### src/rtl/mal_pkg.sv
// constants shared by the maximum-address limit command block
`default_nettype none
package mal_pkg;
  // ----------------------------------------------------------------
  // register byte offsets on the wishbone slave
  // ----------------------------------------------------------------
  localparam logic [7:0] OFF_FEATURE  = 8'h00; // feature_code
  localparam logic [7:0] OFF_SCOUNT   = 8'h04; // sector_count_option
  localparam logic [7:0] OFF_ADDR_LO  = 8'h08; // address_low_byte
  localparam logic [7:0] OFF_ADDR_MID = 8'h0c; // address_mid_byte
  localparam logic [7:0] OFF_ADDR_HI  = 8'h10; // address_high_byte
  localparam logic [7:0] OFF_DEVHEAD  = 8'h14; // drive_select_and_top_bits
  localparam logic [7:0] OFF_OPCODE   = 8'h18; // opcode, write launches
  localparam logic [7:0] OFF_ERROR    = 8'h1c; // error_flags
  localparam logic [7:0] OFF_STATUS   = 8'h20; // device_state_flags
  localparam logic [7:0] OFF_DATA     = 8'h24; // 16-bit data port
  localparam logic [7:0] OFF_NATIVE   = 8'h28; // native max address
  localparam logic [7:0] OFF_ID_28    = 8'h2c; // identify words 61:60
  localparam logic [7:0] OFF_ID_48    = 8'h30; // identify words 101:100
  localparam logic [7:0] OFF_ACCESS   = 8'h34; // access check address
  localparam logic [7:0] OFF_CTRL     = 8'h38; // control and state
  // ----------------------------------------------------------------
  // opcodes and feature codes
  // ----------------------------------------------------------------
  localparam logic [7:0] CMD_READ_NATIVE = 8'hf8;
  localparam logic [7:0] CMD_SET_MAX     = 8'hf9;
  localparam logic [7:0] FEAT_SET_PWD    = 8'h01;
  localparam logic [7:0] FEAT_LOCK       = 8'h02;
  localparam logic [7:0] FEAT_UNLOCK     = 8'h03;
  localparam logic [7:0] FEAT_FREEZE     = 8'h04;
  // ----------------------------------------------------------------
  // field positions
  // ----------------------------------------------------------------
  localparam int BIT_RETAIN    = 0;  // sector count: non-volatile
  localparam int BIT_LBA_MODE  = 6;  // device/head: lba mode
  localparam int BIT_ERR_ABORT = 2;  // error: abort
  localparam int BIT_ST_READY  = 6;  // status: ready
  localparam int BIT_ST_DRQ    = 3;  // status: data request
  localparam int BIT_ST_ERR    = 0;  // status: error
  localparam int BIT_C_LBA48   = 0;  // ctrl: 48-bit supported
  localparam int BIT_C_OFFSET  = 1;  // ctrl: address-offset mode
  localparam int BIT_C_EXT_HPA = 2;  // ctrl: extended area set
  localparam int BIT_C_POWER   = 3;  // ctrl: power-cycle pulse
  localparam int BIT_C_HWRST   = 4;  // ctrl: hardware-reset pulse
  localparam int BIT_C_ACC_ABT = 8;  // ctrl: last access aborted
  localparam int BIT_C_NV_USED = 9;  // ctrl: non-volatile set done
  localparam int BIT_C_PWD_OK  = 10; // ctrl: password held
  localparam int BIT_C_LOCK    = 12; // ctrl: lock state, 2 bits
  // ----------------------------------------------------------------
  // capacities, geometry and reset values
  // ----------------------------------------------------------------
  localparam logic [31:0] CAP_28BIT      = 32'h0fffffff;
  localparam logic [31:0] NATIVE_RST     = 32'h0fffffff;
  localparam logic [31:0] SECT_PER_TRACK = 32'h0000003f;
  localparam logic [31:0] HEAD_COUNT     = 32'h00000010;
  localparam logic [7:0]  CHS_MAX_SECTOR = 8'h3f;
  localparam logic [3:0]  CHS_MAX_HEAD   = 4'hf;
  localparam logic [7:0]  PWD_FIRST      = 8'h01;
  localparam logic [7:0]  PWD_LAST       = 8'h10;
  localparam logic [7:0]  SECTOR_LAST    = 8'hff;
  localparam int          PWD_WORDS      = 16;
  // ----------------------------------------------------------------
  // state types
  // ----------------------------------------------------------------
  typedef enum logic [1:0] {
    LK_UNLOCKED = 2'b00,
    LK_LOCKED   = 2'b01,
    LK_FROZEN   = 2'b10
  } mal_lock_t;
  typedef enum logic [0:0] {
    PH_IDLE = 1'b0,
    PH_DATA = 1'b1
  } mal_phase_t;
endpackage
`default_nettype wire

### src/rtl/mal_cmd.sv
// maximum-address limit command interpreter with wishbone register slave
`default_nettype none
// ------------------------------------------------------------------
// Notes on behaviour
// - f9h after read-native-max sets the limit
// - otherwise feature 01-04 picks security sub-command
// - new limit within native; beyond it aborted
// - identify words 61:60 show new limit, capped at 0fffffffh
// - second non-volatile set aborted until reset
// - locked or frozen aborts every set request
// - words 103:100 match 61:60 with 48-bit while limit is within 0fffffffh
// - 28-bit cap request restores native maximum
// - extended protected area already set aborts
// - sector count bit 0 picks retention
// - chs takes cylinder, ignores sector, head
// - lba completion returns limit in registers
// - chs completion returns 63, cylinder, head
// - set-password takes exactly one sector
// - password kept; set-password leaves unlocked
// - locked rejects all but unlock, freeze
// ------------------------------------------------------------------
module mal_cmd
  import mal_pkg::*;
(
  // clock and reset
  input  wire logic        clk,
  input  wire logic        rst_b,
  // wishbone classic slave
  input  wire logic        wb_cyc_i,
  input  wire logic        wb_stb_i,
  input  wire logic        wb_we_i,
  input  wire logic [7:0]  wb_adr_i,
  input  wire logic [3:0]  wb_sel_i,
  input  wire logic [31:0] wb_dat_i,
  output logic      [31:0] wb_dat_o,
  output logic             wb_ack_o
);
  // ----------------------------------------------------------------
  // declarations
  // ----------------------------------------------------------------
  logic        ack_q;                      // one-cycle answer
  logic [31:0] rdat_q;                     // registered read data
  logic        wr_go;                      // write takes effect
  logic [7:0]  feat_q, scnt_q;             // taskfile inputs
  logic [7:0]  alo_q, amid_q, ahi_q, dev_q; // address registers
  logic [7:0]  err_q;                      // error flags
  logic        err_st_q;                   // status error bit
  logic [31:0] native_q;                   // native max address
  logic [31:0] limit_q;                    // limit in force
  logic [31:0] nv_limit_q;                 // retained limit
  logic        nv_valid_q;                 // a retained limit exists
  logic        nv_used_q;                  // non-volatile set done
  logic        rnm_prev_q;                 // last command read native
  logic [2:0]  ctrl_q;                     // lba48, offset, ext area
  logic        acc_abt_q;                  // access beyond limit
  mal_lock_t   lock_q;                     // security state
  mal_phase_t  phase_q;                    // data phase of password
  logic [7:0]  wcnt_q;                     // word index in sector
  logic [15:0] pwd_q [PWD_WORDS];          // stored password
  logic        pwd_ok_q;                   // password held
  logic        cmd_go, pwr_cyc, hw_rst;    // command and reset pulses
  logic        is_set, set_abt, feat_abt;  // decode results
  logic        cmd_abt, restore;
  logic [31:0] chs_lba, req_lba, new_lim;
  logic [31:0] id28, id48;                 // identify words
  logic [31:0] new28;                      // completion value, 28-bit capped
  logic        data_wr, sector_end;

  // ----------------------------------------------------------------
  // wishbone slave
  // ----------------------------------------------------------------
  // answer in the cycle after the request, drop it the cycle after
  always_ff @(posedge clk or negedge rst_b) begin
    if (!rst_b) begin
      ack_q <= 1'b0;
    end else begin
      ack_q <= wb_cyc_i & wb_stb_i & ~ack_q;
    end
  end
  assign wb_ack_o = ack_q;
  // writes land on the acknowledging edge only
  assign wr_go = wb_cyc_i & wb_stb_i & wb_we_i & ack_q & wb_sel_i[0];

  // read mux, unmapped offsets read zero
  always_ff @(posedge clk or negedge rst_b) begin
    if (!rst_b) begin
      rdat_q <= 32'h00000000;
    end else if (wb_cyc_i && wb_stb_i && !ack_q) begin
      if (wb_adr_i == OFF_SCOUNT) begin
        rdat_q <= {24'h000000, scnt_q};
      end else if (wb_adr_i == OFF_ADDR_LO) begin
        rdat_q <= {24'h000000, alo_q};
      end else if (wb_adr_i == OFF_ADDR_MID) begin
        rdat_q <= {24'h000000, amid_q};
      end else if (wb_adr_i == OFF_ADDR_HI) begin
        rdat_q <= {24'h000000, ahi_q};
      end else if (wb_adr_i == OFF_DEVHEAD) begin
        rdat_q <= {24'h000000, dev_q};
      end else if (wb_adr_i == OFF_ERROR) begin
        rdat_q <= {24'h000000, err_q};
      end else if (wb_adr_i == OFF_STATUS) begin
        // busy never shows: every command finishes in one cycle
        rdat_q <= 32'h00000000 | (32'h1 << BIT_ST_READY)
                | (32'(phase_q == PH_DATA) << BIT_ST_DRQ)
                | (32'(err_st_q) << BIT_ST_ERR);
      end else if (wb_adr_i == OFF_NATIVE) begin
        rdat_q <= native_q;
      end else if (wb_adr_i == OFF_ID_28) begin
        rdat_q <= id28;
      end else if (wb_adr_i == OFF_ID_48) begin
        rdat_q <= id48;
      end else if (wb_adr_i == OFF_CTRL) begin
        rdat_q <= {16'h0000, 2'b00, lock_q, 1'b0, pwd_ok_q, nv_used_q,
                   acc_abt_q, 5'h00, ctrl_q};
      end else begin
        rdat_q <= 32'h00000000;
      end
    end
  end
  assign wb_dat_o = rdat_q;

  // ----------------------------------------------------------------
  // command decode
  // ----------------------------------------------------------------
  assign cmd_go  = wr_go && (wb_adr_i == OFF_OPCODE) && (phase_q == PH_IDLE);
  assign data_wr = wr_go && (wb_adr_i == OFF_DATA) && (phase_q == PH_DATA);
  assign sector_end = data_wr && (wcnt_q == SECTOR_LAST);
  assign pwr_cyc = wr_go && (wb_adr_i == OFF_CTRL) && wb_dat_i[BIT_C_POWER];
  assign hw_rst  = wr_go && (wb_adr_i == OFF_CTRL) && wb_dat_i[BIT_C_HWRST];
  assign is_set  = (wb_dat_i[7:0] == CMD_SET_MAX) && rnm_prev_q;

  // chs: cylinder only, sector and head fields ignored
  assign chs_lba = ({16'h0000, ahi_q, amid_q} + 32'h1) * HEAD_COUNT
                   * SECT_PER_TRACK - 32'h1;
  // lba: bits spread over the four address registers
  assign req_lba = dev_q[BIT_LBA_MODE] ? {4'h0, dev_q[3:0], ahi_q, amid_q, alo_q}
                                       : chs_lba;
  // asking for the 28-bit cap on a larger drive restores native
  assign restore = (native_q > CAP_28BIT) && (req_lba == CAP_28BIT);
  assign new_lim = restore ? native_q : req_lba;
  // completion reports the new limit, not the one being replaced
  assign new28 = (new_lim > CAP_28BIT) ? CAP_28BIT : new_lim;

  // abort causes of a set request
  always_comb begin
    set_abt = 1'b0;
    if (lock_q != LK_UNLOCKED) begin
      set_abt = 1'b1;
    end else if (ctrl_q[BIT_C_EXT_HPA]) begin
      set_abt = 1'b1;
    end else if (scnt_q[BIT_RETAIN] && (nv_used_q || ctrl_q[BIT_C_OFFSET])) begin
      set_abt = 1'b1;
    end else if (!restore && (req_lba > native_q)) begin
      set_abt = 1'b1;
    end
  end

  // abort causes of a security sub-command
  always_comb begin
    case (feat_q)
      FEAT_SET_PWD: feat_abt = (lock_q != LK_UNLOCKED);
      FEAT_LOCK:    feat_abt = (lock_q != LK_UNLOCKED);
      FEAT_UNLOCK:  feat_abt = (lock_q == LK_FROZEN);
      FEAT_FREEZE:  feat_abt = (lock_q == LK_FROZEN);
      default:      feat_abt = 1'b1;
    endcase
  end
  assign cmd_abt = (wb_dat_i[7:0] == CMD_SET_MAX) && (is_set ? set_abt : feat_abt);

  // identify words follow the limit in force
  assign id28 = (limit_q > CAP_28BIT) ? CAP_28BIT : limit_q;
  assign id48 = ctrl_q[BIT_C_LBA48] ? limit_q : 32'h00000000;

  // ----------------------------------------------------------------
  // taskfile registers
  // ----------------------------------------------------------------
  // host writes, device completion overwrites the address fields
  always_ff @(posedge clk or negedge rst_b) begin
    if (!rst_b) begin
      feat_q <= 8'h00;
      scnt_q <= 8'h00;
      alo_q  <= 8'h00;
      amid_q <= 8'h00;
      ahi_q  <= 8'h00;
      dev_q  <= 8'h00;
    end else if (cmd_go && (wb_dat_i[7:0] == CMD_READ_NATIVE)) begin
      // read native max answers in lba layout
      alo_q  <= native_q[7:0];
      amid_q <= native_q[15:8];
      ahi_q  <= native_q[23:16];
      dev_q  <= {dev_q[7:4], native_q[27:24]};
    end else if (cmd_go && is_set && !set_abt) begin
      if (dev_q[BIT_LBA_MODE]) begin
        alo_q  <= new28[7:0];
        amid_q <= new28[15:8];
        ahi_q  <= new28[23:16];
        dev_q  <= {dev_q[7:4], new28[27:24]};
      end else begin
        alo_q <= CHS_MAX_SECTOR;
        dev_q <= {dev_q[7:4], CHS_MAX_HEAD};
      end
    end else if (wr_go) begin
      if (wb_adr_i == OFF_FEATURE) begin
        feat_q <= wb_dat_i[7:0];
      end else if (wb_adr_i == OFF_SCOUNT) begin
        scnt_q <= wb_dat_i[7:0];
      end else if (wb_adr_i == OFF_ADDR_LO) begin
        alo_q <= wb_dat_i[7:0];
      end else if (wb_adr_i == OFF_ADDR_MID) begin
        amid_q <= wb_dat_i[7:0];
      end else if (wb_adr_i == OFF_ADDR_HI) begin
        ahi_q <= wb_dat_i[7:0];
      end else if (wb_adr_i == OFF_DEVHEAD) begin
        dev_q <= wb_dat_i[7:0];
      end
    end
  end

  // error and status error bit, only abort is ever reported
  always_ff @(posedge clk or negedge rst_b) begin
    if (!rst_b) begin
      err_q    <= 8'h00;
      err_st_q <= 1'b0;
    end else if (cmd_go) begin
      err_q    <= cmd_abt ? (8'h01 << BIT_ERR_ABORT) : 8'h00;
      err_st_q <= cmd_abt;
    end else if (wr_go && (wb_adr_i == OFF_ACCESS)) begin
      err_q    <= (wb_dat_i > limit_q) ? (8'h01 << BIT_ERR_ABORT) : 8'h00;
      err_st_q <= (wb_dat_i > limit_q);
    end
  end

  // ----------------------------------------------------------------
  // limit, retention and configuration
  // ----------------------------------------------------------------
  // read-native-max must come directly before the set request
  always_ff @(posedge clk or negedge rst_b) begin
    if (!rst_b) begin
      rnm_prev_q <= 1'b0;
    end else if (pwr_cyc || hw_rst) begin
      rnm_prev_q <= 1'b0;
    end else if (cmd_go) begin
      rnm_prev_q <= (wb_dat_i[7:0] == CMD_READ_NATIVE);
    end
  end

  // limit in force; a power cycle brings back the retained one
  always_ff @(posedge clk or negedge rst_b) begin
    if (!rst_b) begin
      limit_q    <= NATIVE_RST;
      nv_limit_q <= NATIVE_RST;
      nv_valid_q <= 1'b0;
      nv_used_q  <= 1'b0;
    end else if (pwr_cyc) begin
      limit_q   <= nv_valid_q ? nv_limit_q : native_q;
      nv_used_q <= 1'b0;
    end else if (hw_rst) begin
      nv_used_q <= 1'b0;
    end else if (cmd_go && is_set && !set_abt) begin
      limit_q <= new_lim;
      if (scnt_q[BIT_RETAIN]) begin
        nv_limit_q <= new_lim;
        nv_valid_q <= 1'b1;
        nv_used_q  <= 1'b1;
      end
    end
  end

  // native capacity, feature straps and last access result
  always_ff @(posedge clk or negedge rst_b) begin
    if (!rst_b) begin
      native_q  <= NATIVE_RST;
      ctrl_q    <= 3'h0;
      acc_abt_q <= 1'b0;
    end else if (wr_go) begin
      if (wb_adr_i == OFF_NATIVE) begin
        native_q <= wb_dat_i;
      end else if (wb_adr_i == OFF_CTRL) begin
        ctrl_q <= wb_dat_i[2:0];
      end else if (wb_adr_i == OFF_ACCESS) begin
        acc_abt_q <= (wb_dat_i > limit_q);
      end
    end
  end

  // ----------------------------------------------------------------
  // security state and password sector
  // ----------------------------------------------------------------
  // lock state machine
  always_ff @(posedge clk or negedge rst_b) begin
    if (!rst_b) begin
      lock_q <= LK_UNLOCKED;
    end else if (pwr_cyc) begin
      lock_q <= LK_UNLOCKED;
    end else if (sector_end) begin
      lock_q <= LK_UNLOCKED;
    end else if (cmd_go && !is_set && !cmd_abt
                 && (wb_dat_i[7:0] == CMD_SET_MAX)) begin
      case (feat_q)
        FEAT_LOCK:   lock_q <= LK_LOCKED;
        FEAT_UNLOCK: lock_q <= LK_UNLOCKED;
        FEAT_FREEZE: lock_q <= LK_FROZEN;
        default:     lock_q <= lock_q;
      endcase
    end
  end

  // data phase: one sector of 256 words, then back to idle
  always_ff @(posedge clk or negedge rst_b) begin
    if (!rst_b) begin
      phase_q <= PH_IDLE;
      wcnt_q  <= 8'h00;
    end else begin
      case (phase_q)
        PH_IDLE: begin
          wcnt_q <= 8'h00;
          if (cmd_go && !is_set && !cmd_abt && (wb_dat_i[7:0] == CMD_SET_MAX)
              && (feat_q == FEAT_SET_PWD)) begin
            phase_q <= PH_DATA;
          end
        end
        PH_DATA: begin
          if (sector_end) begin
            phase_q <= PH_IDLE;
          end
          if (data_wr) begin
            wcnt_q <= wcnt_q + 8'h01;
          end
        end
        default: phase_q <= PH_IDLE;
      endcase
    end
  end

  // password words kept until the next power cycle
  always_ff @(posedge clk or negedge rst_b) begin
    if (!rst_b) begin
      pwd_ok_q <= 1'b0;
    end else if (pwr_cyc) begin
      pwd_ok_q <= 1'b0;
    end else if (sector_end) begin
      pwd_ok_q <= 1'b1;
    end
  end
  for (genvar gi = 0; gi < PWD_WORDS; gi++) begin : g_pwd
    // word gi of the password sits at sector word gi + 1
    always_ff @(posedge clk or negedge rst_b) begin
      if (!rst_b) begin
        pwd_q[gi] <= 16'h0000;
      end else if (pwr_cyc) begin
        pwd_q[gi] <= 16'h0000;
      end else if (data_wr && (wcnt_q == PWD_FIRST + 8'(gi))) begin
        pwd_q[gi] <= wb_dat_i[15:0];
      end
    end
  end

  // ----------------------------------------------------------------
  // assertions
  // ----------------------------------------------------------------
  logic [8:0] dcnt_q; // words since the data phase began
  always_ff @(posedge clk or negedge rst_b) begin
    if (!rst_b) begin
      dcnt_q <= 9'h000;
    end else begin
      dcnt_q <= (phase_q == PH_IDLE) ? 9'h000 : dcnt_q + 9'(data_wr);
    end
  end

  AST_SET_LIMIT: assert property (@(posedge clk) disable iff (!rst_b)
    cmd_go && is_set && !set_abt && !pwr_cyc |=> limit_q == $past(new_lim))
    else $error("limit not taken from accepted request");
  AST_LOCK_ABORT: assert property (@(posedge clk) disable iff (!rst_b)
    cmd_go && is_set && lock_q != LK_UNLOCKED |=> err_st_q && limit_q == $past(limit_q))
    else $error("set request accepted while locked");
  AST_NV_ONCE: assert property (@(posedge clk) disable iff (!rst_b)
    cmd_go && is_set && nv_used_q && scnt_q[BIT_RETAIN] |=> err_q[BIT_ERR_ABORT])
    else $error("second non-volatile set not aborted");
  AST_ID28: assert property (@(posedge clk) disable iff (!rst_b)
    limit_q <= CAP_28BIT |-> id28 == limit_q)
    else $error("identify 61:60 differs from limit");
  AST_ID48: assert property (@(posedge clk) disable iff (!rst_b)
    ctrl_q[BIT_C_LBA48] && limit_q <= CAP_28BIT |-> id48 == id28)
    else $error("identify 103:100 differs from 61:60");
  AST_RESTORE: assert property (@(posedge clk) disable iff (!rst_b)
    cmd_go && is_set && restore && !set_abt && !pwr_cyc
    |=> limit_q == native_q && id28 == CAP_28BIT)
    else $error("28-bit cap request did not restore native");
  AST_EXT_HPA: assert property (@(posedge clk) disable iff (!rst_b)
    cmd_go && is_set && ctrl_q[BIT_C_EXT_HPA] |=> $stable(limit_q) && err_st_q)
    else $error("set accepted over extended area");
  AST_ABORT_BITS: assert property (@(posedge clk) disable iff (!rst_b)
    err_st_q |-> err_q == (8'h01 << BIT_ERR_ABORT))
    else $error("abort reported with wrong error bits");
  AST_SECTOR_LEN: assert property (@(posedge clk) disable iff (!rst_b)
    phase_q == PH_DATA ##1 phase_q == PH_IDLE |-> $past(dcnt_q) == 9'h0ff)
    else $error("password sector not 256 words");
  AST_PWD_UNLOCK: assert property (@(posedge clk) disable iff (!rst_b)
    sector_end && !pwr_cyc |=> lock_q == LK_UNLOCKED && pwd_ok_q)
    else $error("set-password did not leave unlocked");
  AST_CHS_DONE: assert property (@(posedge clk) disable iff (!rst_b)
    cmd_go && is_set && !set_abt && !dev_q[BIT_LBA_MODE] |=> alo_q == CHS_MAX_SECTOR)
    else $error("chs completion sector not 63");
  AST_LBA_DONE: assert property (@(posedge clk) disable iff (!rst_b)
    cmd_go && is_set && !set_abt && dev_q[BIT_LBA_MODE] |=> limit_q > CAP_28BIT
    || {dev_q[3:0], ahi_q, amid_q, alo_q} == limit_q[27:0])
    else $error("lba completion differs from new limit");
  AST_PWD_WORD: assert property (@(posedge clk) disable iff (!rst_b)
    data_wr && wcnt_q == PWD_FIRST |=> pwd_q[0] == $past(wb_dat_i[15:0]))
    else $error("first password word not stored");
  AST_ACK_ONE: assert property (@(posedge clk) disable iff (!rst_b)
    wb_ack_o |=> !wb_ack_o)
    else $error("ack held two cycles");

  COV_SET_OK: cover property (@(posedge clk) disable iff (!rst_b)
    cmd_go && is_set && !set_abt);
  COV_PWD_DONE: cover property (@(posedge clk) disable iff (!rst_b) sector_end);
  COV_FROZEN: cover property (@(posedge clk) disable iff (!rst_b)
    lock_q == LK_FROZEN);
  COV_ACC_ABT: cover property (@(posedge clk) disable iff (!rst_b)
    acc_abt_q);
endmodule
`default_nettype wire

### config.mk
export PLATFORM = sky130hd
export DESIGN_NAME = mal_cmd
export DESIGN_NICKNAME = d
export VERILOG_FILES = /design/src/rtl/mal_pkg.sv /design/src/rtl/mal_cmd.sv
export SDC_FILE = /design/constraint.sdc
export NUM_CORES = 1
export LEC_CHECK = 0
export ABC_AREA = 1
export BUFFER_PORTS_ARGS = -buffer_cell sky130_fd_sc_hd__buf_2
export CAP_MARGIN = 20
export CORE_MARGIN = 4
export CORE_UTILIZATION = 48
export CTS_CLUSTER_DIAMETER = 30
export CTS_CLUSTER_SIZE = 40
export DETAILED_ROUTE_END_ITERATION = 10
export PLACE_DENSITY = 0.7
export REMOVE_ABC_BUFFERS = 1
export SYNTH_ARGS = -nofsm -noshare
export SYNTH_HDL_FRONTEND = slang
export SYNTH_SLANG_ARGS = --single-unit
### constraint.sdc
create_clock -name clk -period 9.41 [get_ports clk]
set_input_delay 1.882 -clock clk [delete_from_list [all_inputs] [get_ports clk]]
set_output_delay 1.882 -clock clk [all_outputs]
set_load 0.02 [all_outputs]
-- Yosys cells after proc, flatten, opt, wreduce, memory -nomap -nowiden
Cells that the tools add are included.
W data, S select, Z words.
- register bits after elaboration: 205
- bits in latches: 0
- bits in writable memories: 0
- memory bits (read-only): 0
- input port bits: 49
- output and inout port bits: 33
- word-level logic and storage cells: 235
- memories kept: 0
- add/sub/neg operators: 3
- $mul: 1
- div/mod/pow operators: 0
- $lt $le $gt $ge: 5
- eq/ne operators: 36
- shift operators: 0
- multiplexer cells: 83
- bitwise logic cells: 19
- reduce and logical (&&, ||, !) cells: 64
- operators by type and width (cell ; count):
    $mux W32 ; 18
    $mux W8 ; 35
    $gt A32 B28 Y1 const B ; 3
    $gt A32 B32 Y1 ; 2
    $eq A8 B6 Y1 const B ; 7
    $eq A32 B28 Y1 const B ; 1
    $eq A8 B5 Y1 const B ; 4
    $mux W28 ; 1
    $sub A27 B1 Y28 const B ; 1
    $eq A8 B8 Y1 const B ; 3
    $reduce_bool A3 Y1 ; 8
    $logic_and A1 B1 Y1 ; 23
    $mul A17 B6 Y23 const B ; 1
    $ne A3 B3 Y1 const B ; 6
    $add A16 B1 Y17 const B ; 1
    $mux W1 ; 17
    $eq A8 B2 Y1 const B ; 2
    $eq A8 B3 Y1 const B ; 2
    $eq A8 B4 Y1 const B ; 2
    $pmux W8 S2 ; 1
    $reduce_and A4 Y1 ; 4
    $mux W14 ; 1
    $reduce_and A7 Y1 ; 2
    $reduce_bool A2 Y1 ; 7
    other kinds (25) ; 59

-- Longest topological paths before layout
- depth after elaboration: 20
- depth in mapped cells: 52
- depth with buffers taken out: 51

-- Worst setup path after synthesis
No wires, ideal clock.
- path kind: register to register
- start: register amid_q[1]
- end: register dev_q[4]
- library setup time: 0.096 ns
- data arrival time: 7.394 ns
- data required time: 9.314 ns
- setup slack: 1.920 ns
- cell stages (with the launch flop): 47
- path buffers: 2
- clock period less this slack: 7.490 ns
- cell sequence: dfrtp_1 ha_1 inv_1 nor3_1 inv_1 nor2_1 inv_1 nor3_1 nand2_1 nor2_1 inv_1 nor2_1 inv_1 nor2_1 xor2_1 fa_1 fa_1 fa_1 (+11 left out) nand3_1 nand2_1 nand2_1 nand2_1 inv_1 ha_1 nand2_1 inv_1 nand3_1 nor4_1 nand2_1 a32oi_1 nand2_4 nand3_2 buf_6 buf_4 nand3_1 o31ai_1
- longest elaborated chain between the ends: 16
- elaborated cells on any way between the ends: 18
- classes of those cells: add/sub: 2; mul: 1; order compare: 1; eq/ne: 1; mux: 6; bitwise: 1; reduce/logical: 6
- RTL lines (element ; RTL line ; source):
    start, declared ; mal_cmd.sv:45 ; logic [7:0] alo_q, amid_q, ahi_q, dev_q;
    start signal, assigned ; mal_cmd.sv:189 ; amid_q <= native_q[15:8];
    start signal, assigned ; mal_cmd.sv:195 ; amid_q <= new28[15:8];
    start signal, assigned ; mal_cmd.sv:210 ; amid_q <= wb_dat_i[7:0];
    $add A16 B1 Y17 ; mal_cmd.sv:133 ; assign chs_lba = ({16'h0000, ahi_q, amid_q} + 32'h1) * HEAD_COUNT
    $mul A17 B6 Y23 ; mal_cmd.sv:134 ; * SECT_PER_TRACK - 32'h1;
    $sub A27 B1 Y28 ; mal_cmd.sv:134 ;
    $mux W32 (*) ; mal_cmd.sv:136 ; assign req_lba = dev_q[BIT_LBA_MODE] ? {4'h0, dev_q[3:0], ahi_q, amid_q, alo_q}
    parallel branches: the longest is 3 deep, another holds $gt A32 B32 Y1 ; - ;
    $logic_and A1 B1 Y1 (*) ; mal_cmd.sv:153 ; end else if (!restore && (req_lba > native_q)) begin
    $mux W1 (*) ; mal_cmd.sv:153 ;
    $mux W1 (*) ; mal_cmd.sv:151 ; end else if (scnt_q[BIT_RETAIN] && (nv_used_q || ctrl_q[BIT_C_OFFSET])) begin
    $mux W1 (*) ; mal_cmd.sv:149 ; end else if (ctrl_q[BIT_C_EXT_HPA]) begin
    $mux W1 (*) ; mal_cmd.sv:147 ; if (lock_q != LK_UNLOCKED) begin
    $logic_not A1 Y1 (*) ; mal_cmd.sv:192 ; end else if (cmd_go && is_set && !set_abt) begin
    $logic_and A1 B1 Y1 (*) ; mal_cmd.sv:192 ;
    $not A1 Y1 (no line) ; - ;
    $reduce_and A9 Y1 (no line) ; - ;
    end signal, assigned ; mal_cmd.sv:191 ; dev_q <= {dev_q[7:4], native_q[27:24]};
    end signal, assigned ; mal_cmd.sv:197 ; dev_q <= {dev_q[7:4], new28[27:24]};
    end signal, assigned ; mal_cmd.sv:200 ; dev_q <= {dev_q[7:4], CHS_MAX_HEAD};
    end, declared ; mal_cmd.sv:45 ;
Every way passes the cells marked *. The select of a mux whose other input is x is not followed.
A chain may end at the register's enable or synchronous reset.

-- Worst setup path in the final report
- start: register amid_q[0]
- end: register amid_q[5]
- longest elaborated chain between the ends: 16
- elaborated cells on any way between the ends: 28
- classes of those cells: add/sub: 2; mul: 1; order compare: 2; eq/ne: 5; mux: 10; reduce/logical: 8
- RTL lines (element ; RTL line):
    $add A16 B1 Y17 ; mal_cmd.sv:133
    $mul A17 B6 Y23 ; mal_cmd.sv:134
    $sub A27 B1 Y28 ; mal_cmd.sv:134
    $mux W32 (*) ; mal_cmd.sv:136
    parallel branches: the longest is 12 deep, another holds $gt A32 B32 Y1 ; -
Marked as above.

==> results_dict.tcl <==
set metrics [dict create \
    startpoint_type "flop" \
    endpoint "amid_q[5]" \
    antenna_cells 0 \
    leakage_nw 8.72 \
    synthTopCellsByArea "dfrtp_1, nand2_1, dfstp_2" \
    reg2reg_from "amid_q[0]" \
    ant_nets 0 \
    drv_cap 0 \
    clk_pin_slew_ns 0.07 \
    core_area_mm2 0.0318 \
    rsz0062_at_grt "false" \
    endpoint_kind "flop" \
    final_cell_count_no_fill 2732 \
    cts_resized 0 \
    wire_per_inst_um 18.8 \
    slowest_stage "fa_1" \
    fin_crit_sh_pct 91.2 \
    routed_via_density 5.60 \
    max_slew_margin_pct 29.3 \
    async_reset_ff_share_pct 100 \
    drv_slew 0 \
    grt-ovfl-total 0 \
    min_path_type "flop to flop" \
    r2r-end "amid_q[5]" \
    fp.dieW_um 188 \
    timing.critical_path.from "amid_q[0]" \
    syn-cell-area_mm2 0.0156 \
    ioPinCount 82 \
    cts_tree "built" \
    hold_viol 0 \
    insertion_delay_ns 0.46 \
    whs_ns 0.469 \
    yosys_register_bits 197 \
    yosysMostFrequentCell "nand2_1" \
    port_buffers 78 \
    critical_path.max_fanout 11 \
    grt_pass1_vias 14506 \
    yosys.area.top_type_share_pct 18.2 \
    htreeDepth 4 \
    drive_above_1_share_pct 13.0 \
    grt_max_degree 105 \
    crit_type "flop to flop" \
    fmax_ghz 0.117 \
    fill_cells 3074 \
    reg2reg_depth 47 \
    cts_buffer_depth 2 \
    row_count 65 \
    post_cts.repair.setup_buffers 0 \
    dr.pass1.iters 8 \
    dieArea_mm2 0.0353 \
    finalSetupTns_ns 0 \
    initial_core_util_pct 48.9 \
    cp_slowest_stage_delay_ns 0.59 \
    ir_drop_v 0.000134 \
    r2r_slack_ns 0.83 \
    antenna_found_initial 0 \
    clockRootBuffer "clkbuf_16" \
    crit_required_ns 9.80 \
    routed_wl_mm 51.2 \
    synthDistinctLibCells 56 \
    syn_avg_cell_area_um2 7.08 \
    worstPathArrival_ns 8.97 \
    cts_made_buffers 17 \
    fin_worst_skew_ns 0.0116 \
    synth-edff-count 0 \
    synthCells 2196 \
    groute.usage.overall_pct 28.9 \
    holdBufCountCts 0 \
    status "finished, final reports clean" \
    hpwl_mm 39.3 \
    final_core_util_pct 54.4 \
    period_needed_ns 8.58 \
    drtIter0Drc 1595 \
    synth-main-ff-cell "dfrtp_1" \
    placed_cells 2700 \
    die_h_um 188 \
    worstHoldPathCells 2 \
    cts.sinks 197 \
    synth_common_cells "nand2_1, inv_1, nor2_1" \
    nNetsFinal 2475 \
    setup_violations 0 \
    yosys_warnings 0 \
    power_density_mw_per_mm2 101 \
    yosys.area.top_type "dfrtp_1" \
    remaining_drc_errors 0 \
    worst_slew_pin_slew_ns 1.06 \
    gp_congestion 0.987 \
    vias 15306 \
    area_growth_pct 11.2 \
    grt_pass1_wl_mm 80.8 \
    yosysSeqAreaShare_pct 32.4 \
    cpMostUsedCell "nand2_1" \
]
## final cells by class
cell class / instances / area, um2 / area share (%)
Sequential cell: 197 / 5040 / 29.1
Inverter: 323 / 1210 / 7.03
Clock inverter: 11 / 150 / 0.868
Timing Repair Buffer: 131 / 847 / 4.90
Multi-Input combinational cell: 1614 / 9040 / 52.3
Clock buffer: 21 / 460 / 2.66
Tap cell: 435 / 544 / 3.15
## flip-flops by register name, indices dropped and copies added, names as in the netlist, 2 cells and up
name        cells
lock_q          2
dev_q           8
ahi_q           8
amid_q          8
scnt_q          8
feat_q          8
ctrl_q          3
limit_q        32
alo_q           8
wb_dat_o       32
native_q       32
wcnt_q          8
nv_limit_q     32
## per-layer routing
| metal | up-vias | share of wire [%] | global-route usage, % | wire length (um) |
|---|---|---|---|---|
| met2 | 693 | 43 | 43.3 | 22000 |
| li1 | 7313 | - | - | - |
| met3 | 81 | 9.5 | 6.33 | 4880 |
| met1 | 7219 | 45 | 42.3 | 23000 |
| met4 | 0 | 2.6 | 8.02 | 1330 |
| met5 | - | 0 | 0 | 0 |
## stage by stage
stage	area, um2	setup WS [ns]	total power [W]
after detailed placement	16700	0.838	0.000988
after global routing	17300	0.0258	0.00181
final	17300	0.833	0.00175
after global placement	16700	0.873	0.000986
after CTS	17300	0.755	0.00176
after floorplan	15300	1.51	0.000926
## cells by family after synthesis
logic type                 synth area share, %
xor gates and xnor gates                 0.901
AOI/OAI and AO/OA                         15.1
and+or+nand+nor                           28.4
adders and majority gates                 13.6
DFF                                       32.4
buffers and inverters                     9.61
## power by group
group	leakage [nW]	internal, W	switching [W]
clock	0.282	0.000433	0.000346
combinational	6.09	0.0000327	0.0000863
sequential	2.35	0.000852	0.00000252
## worst min path at each step
stage,from,to,slack (ns)
floorplan,nv_limit_q[30],nv_limit_q[30],0.44
global placement,nv_limit_q[11],nv_limit_q[11],0.46
detailed placement,nv_limit_q[2],nv_limit_q[2],0.46
CTS,nv_limit_q[2],nv_limit_q[2],0.47
global route,nv_limit_q[7],nv_limit_q[7],0.49
finish,nv_limit_q[2],nv_limit_q[2],0.47
## layout by cell type, fill, tap and decap left out, types with 8 or more instances in the layout
cell type	n
nand3_1	116
buf_2	77
nand2_1	642
o21ai_1	21
xor2_1	13
o211ai_1	39
fa_1	45
dfrtp_1	112
nand2_2	11
dfstp_2	84
nor2_2	11
a21oi_1	92
inv_1	312
a221oi_1	8
clkbuf_16	17
nor2_1	188
ha_1	97
nor3_1	31
o221ai_1	20
inv_2	8
o21ai_0	177
nand4_1	27
buf_4	49
## worst max-delay path: cells and delay by family, from the launching register on
kind	cells	cell delay, ns
simple gates	25	3.39
fa+ha+maj	6	2.56
buf+inv	13	1.37
xor+xnor	1	0.44
compound gates	2	0.37
flops	1	0.35
Note: power is estimated with default switching activity, not from simulation.
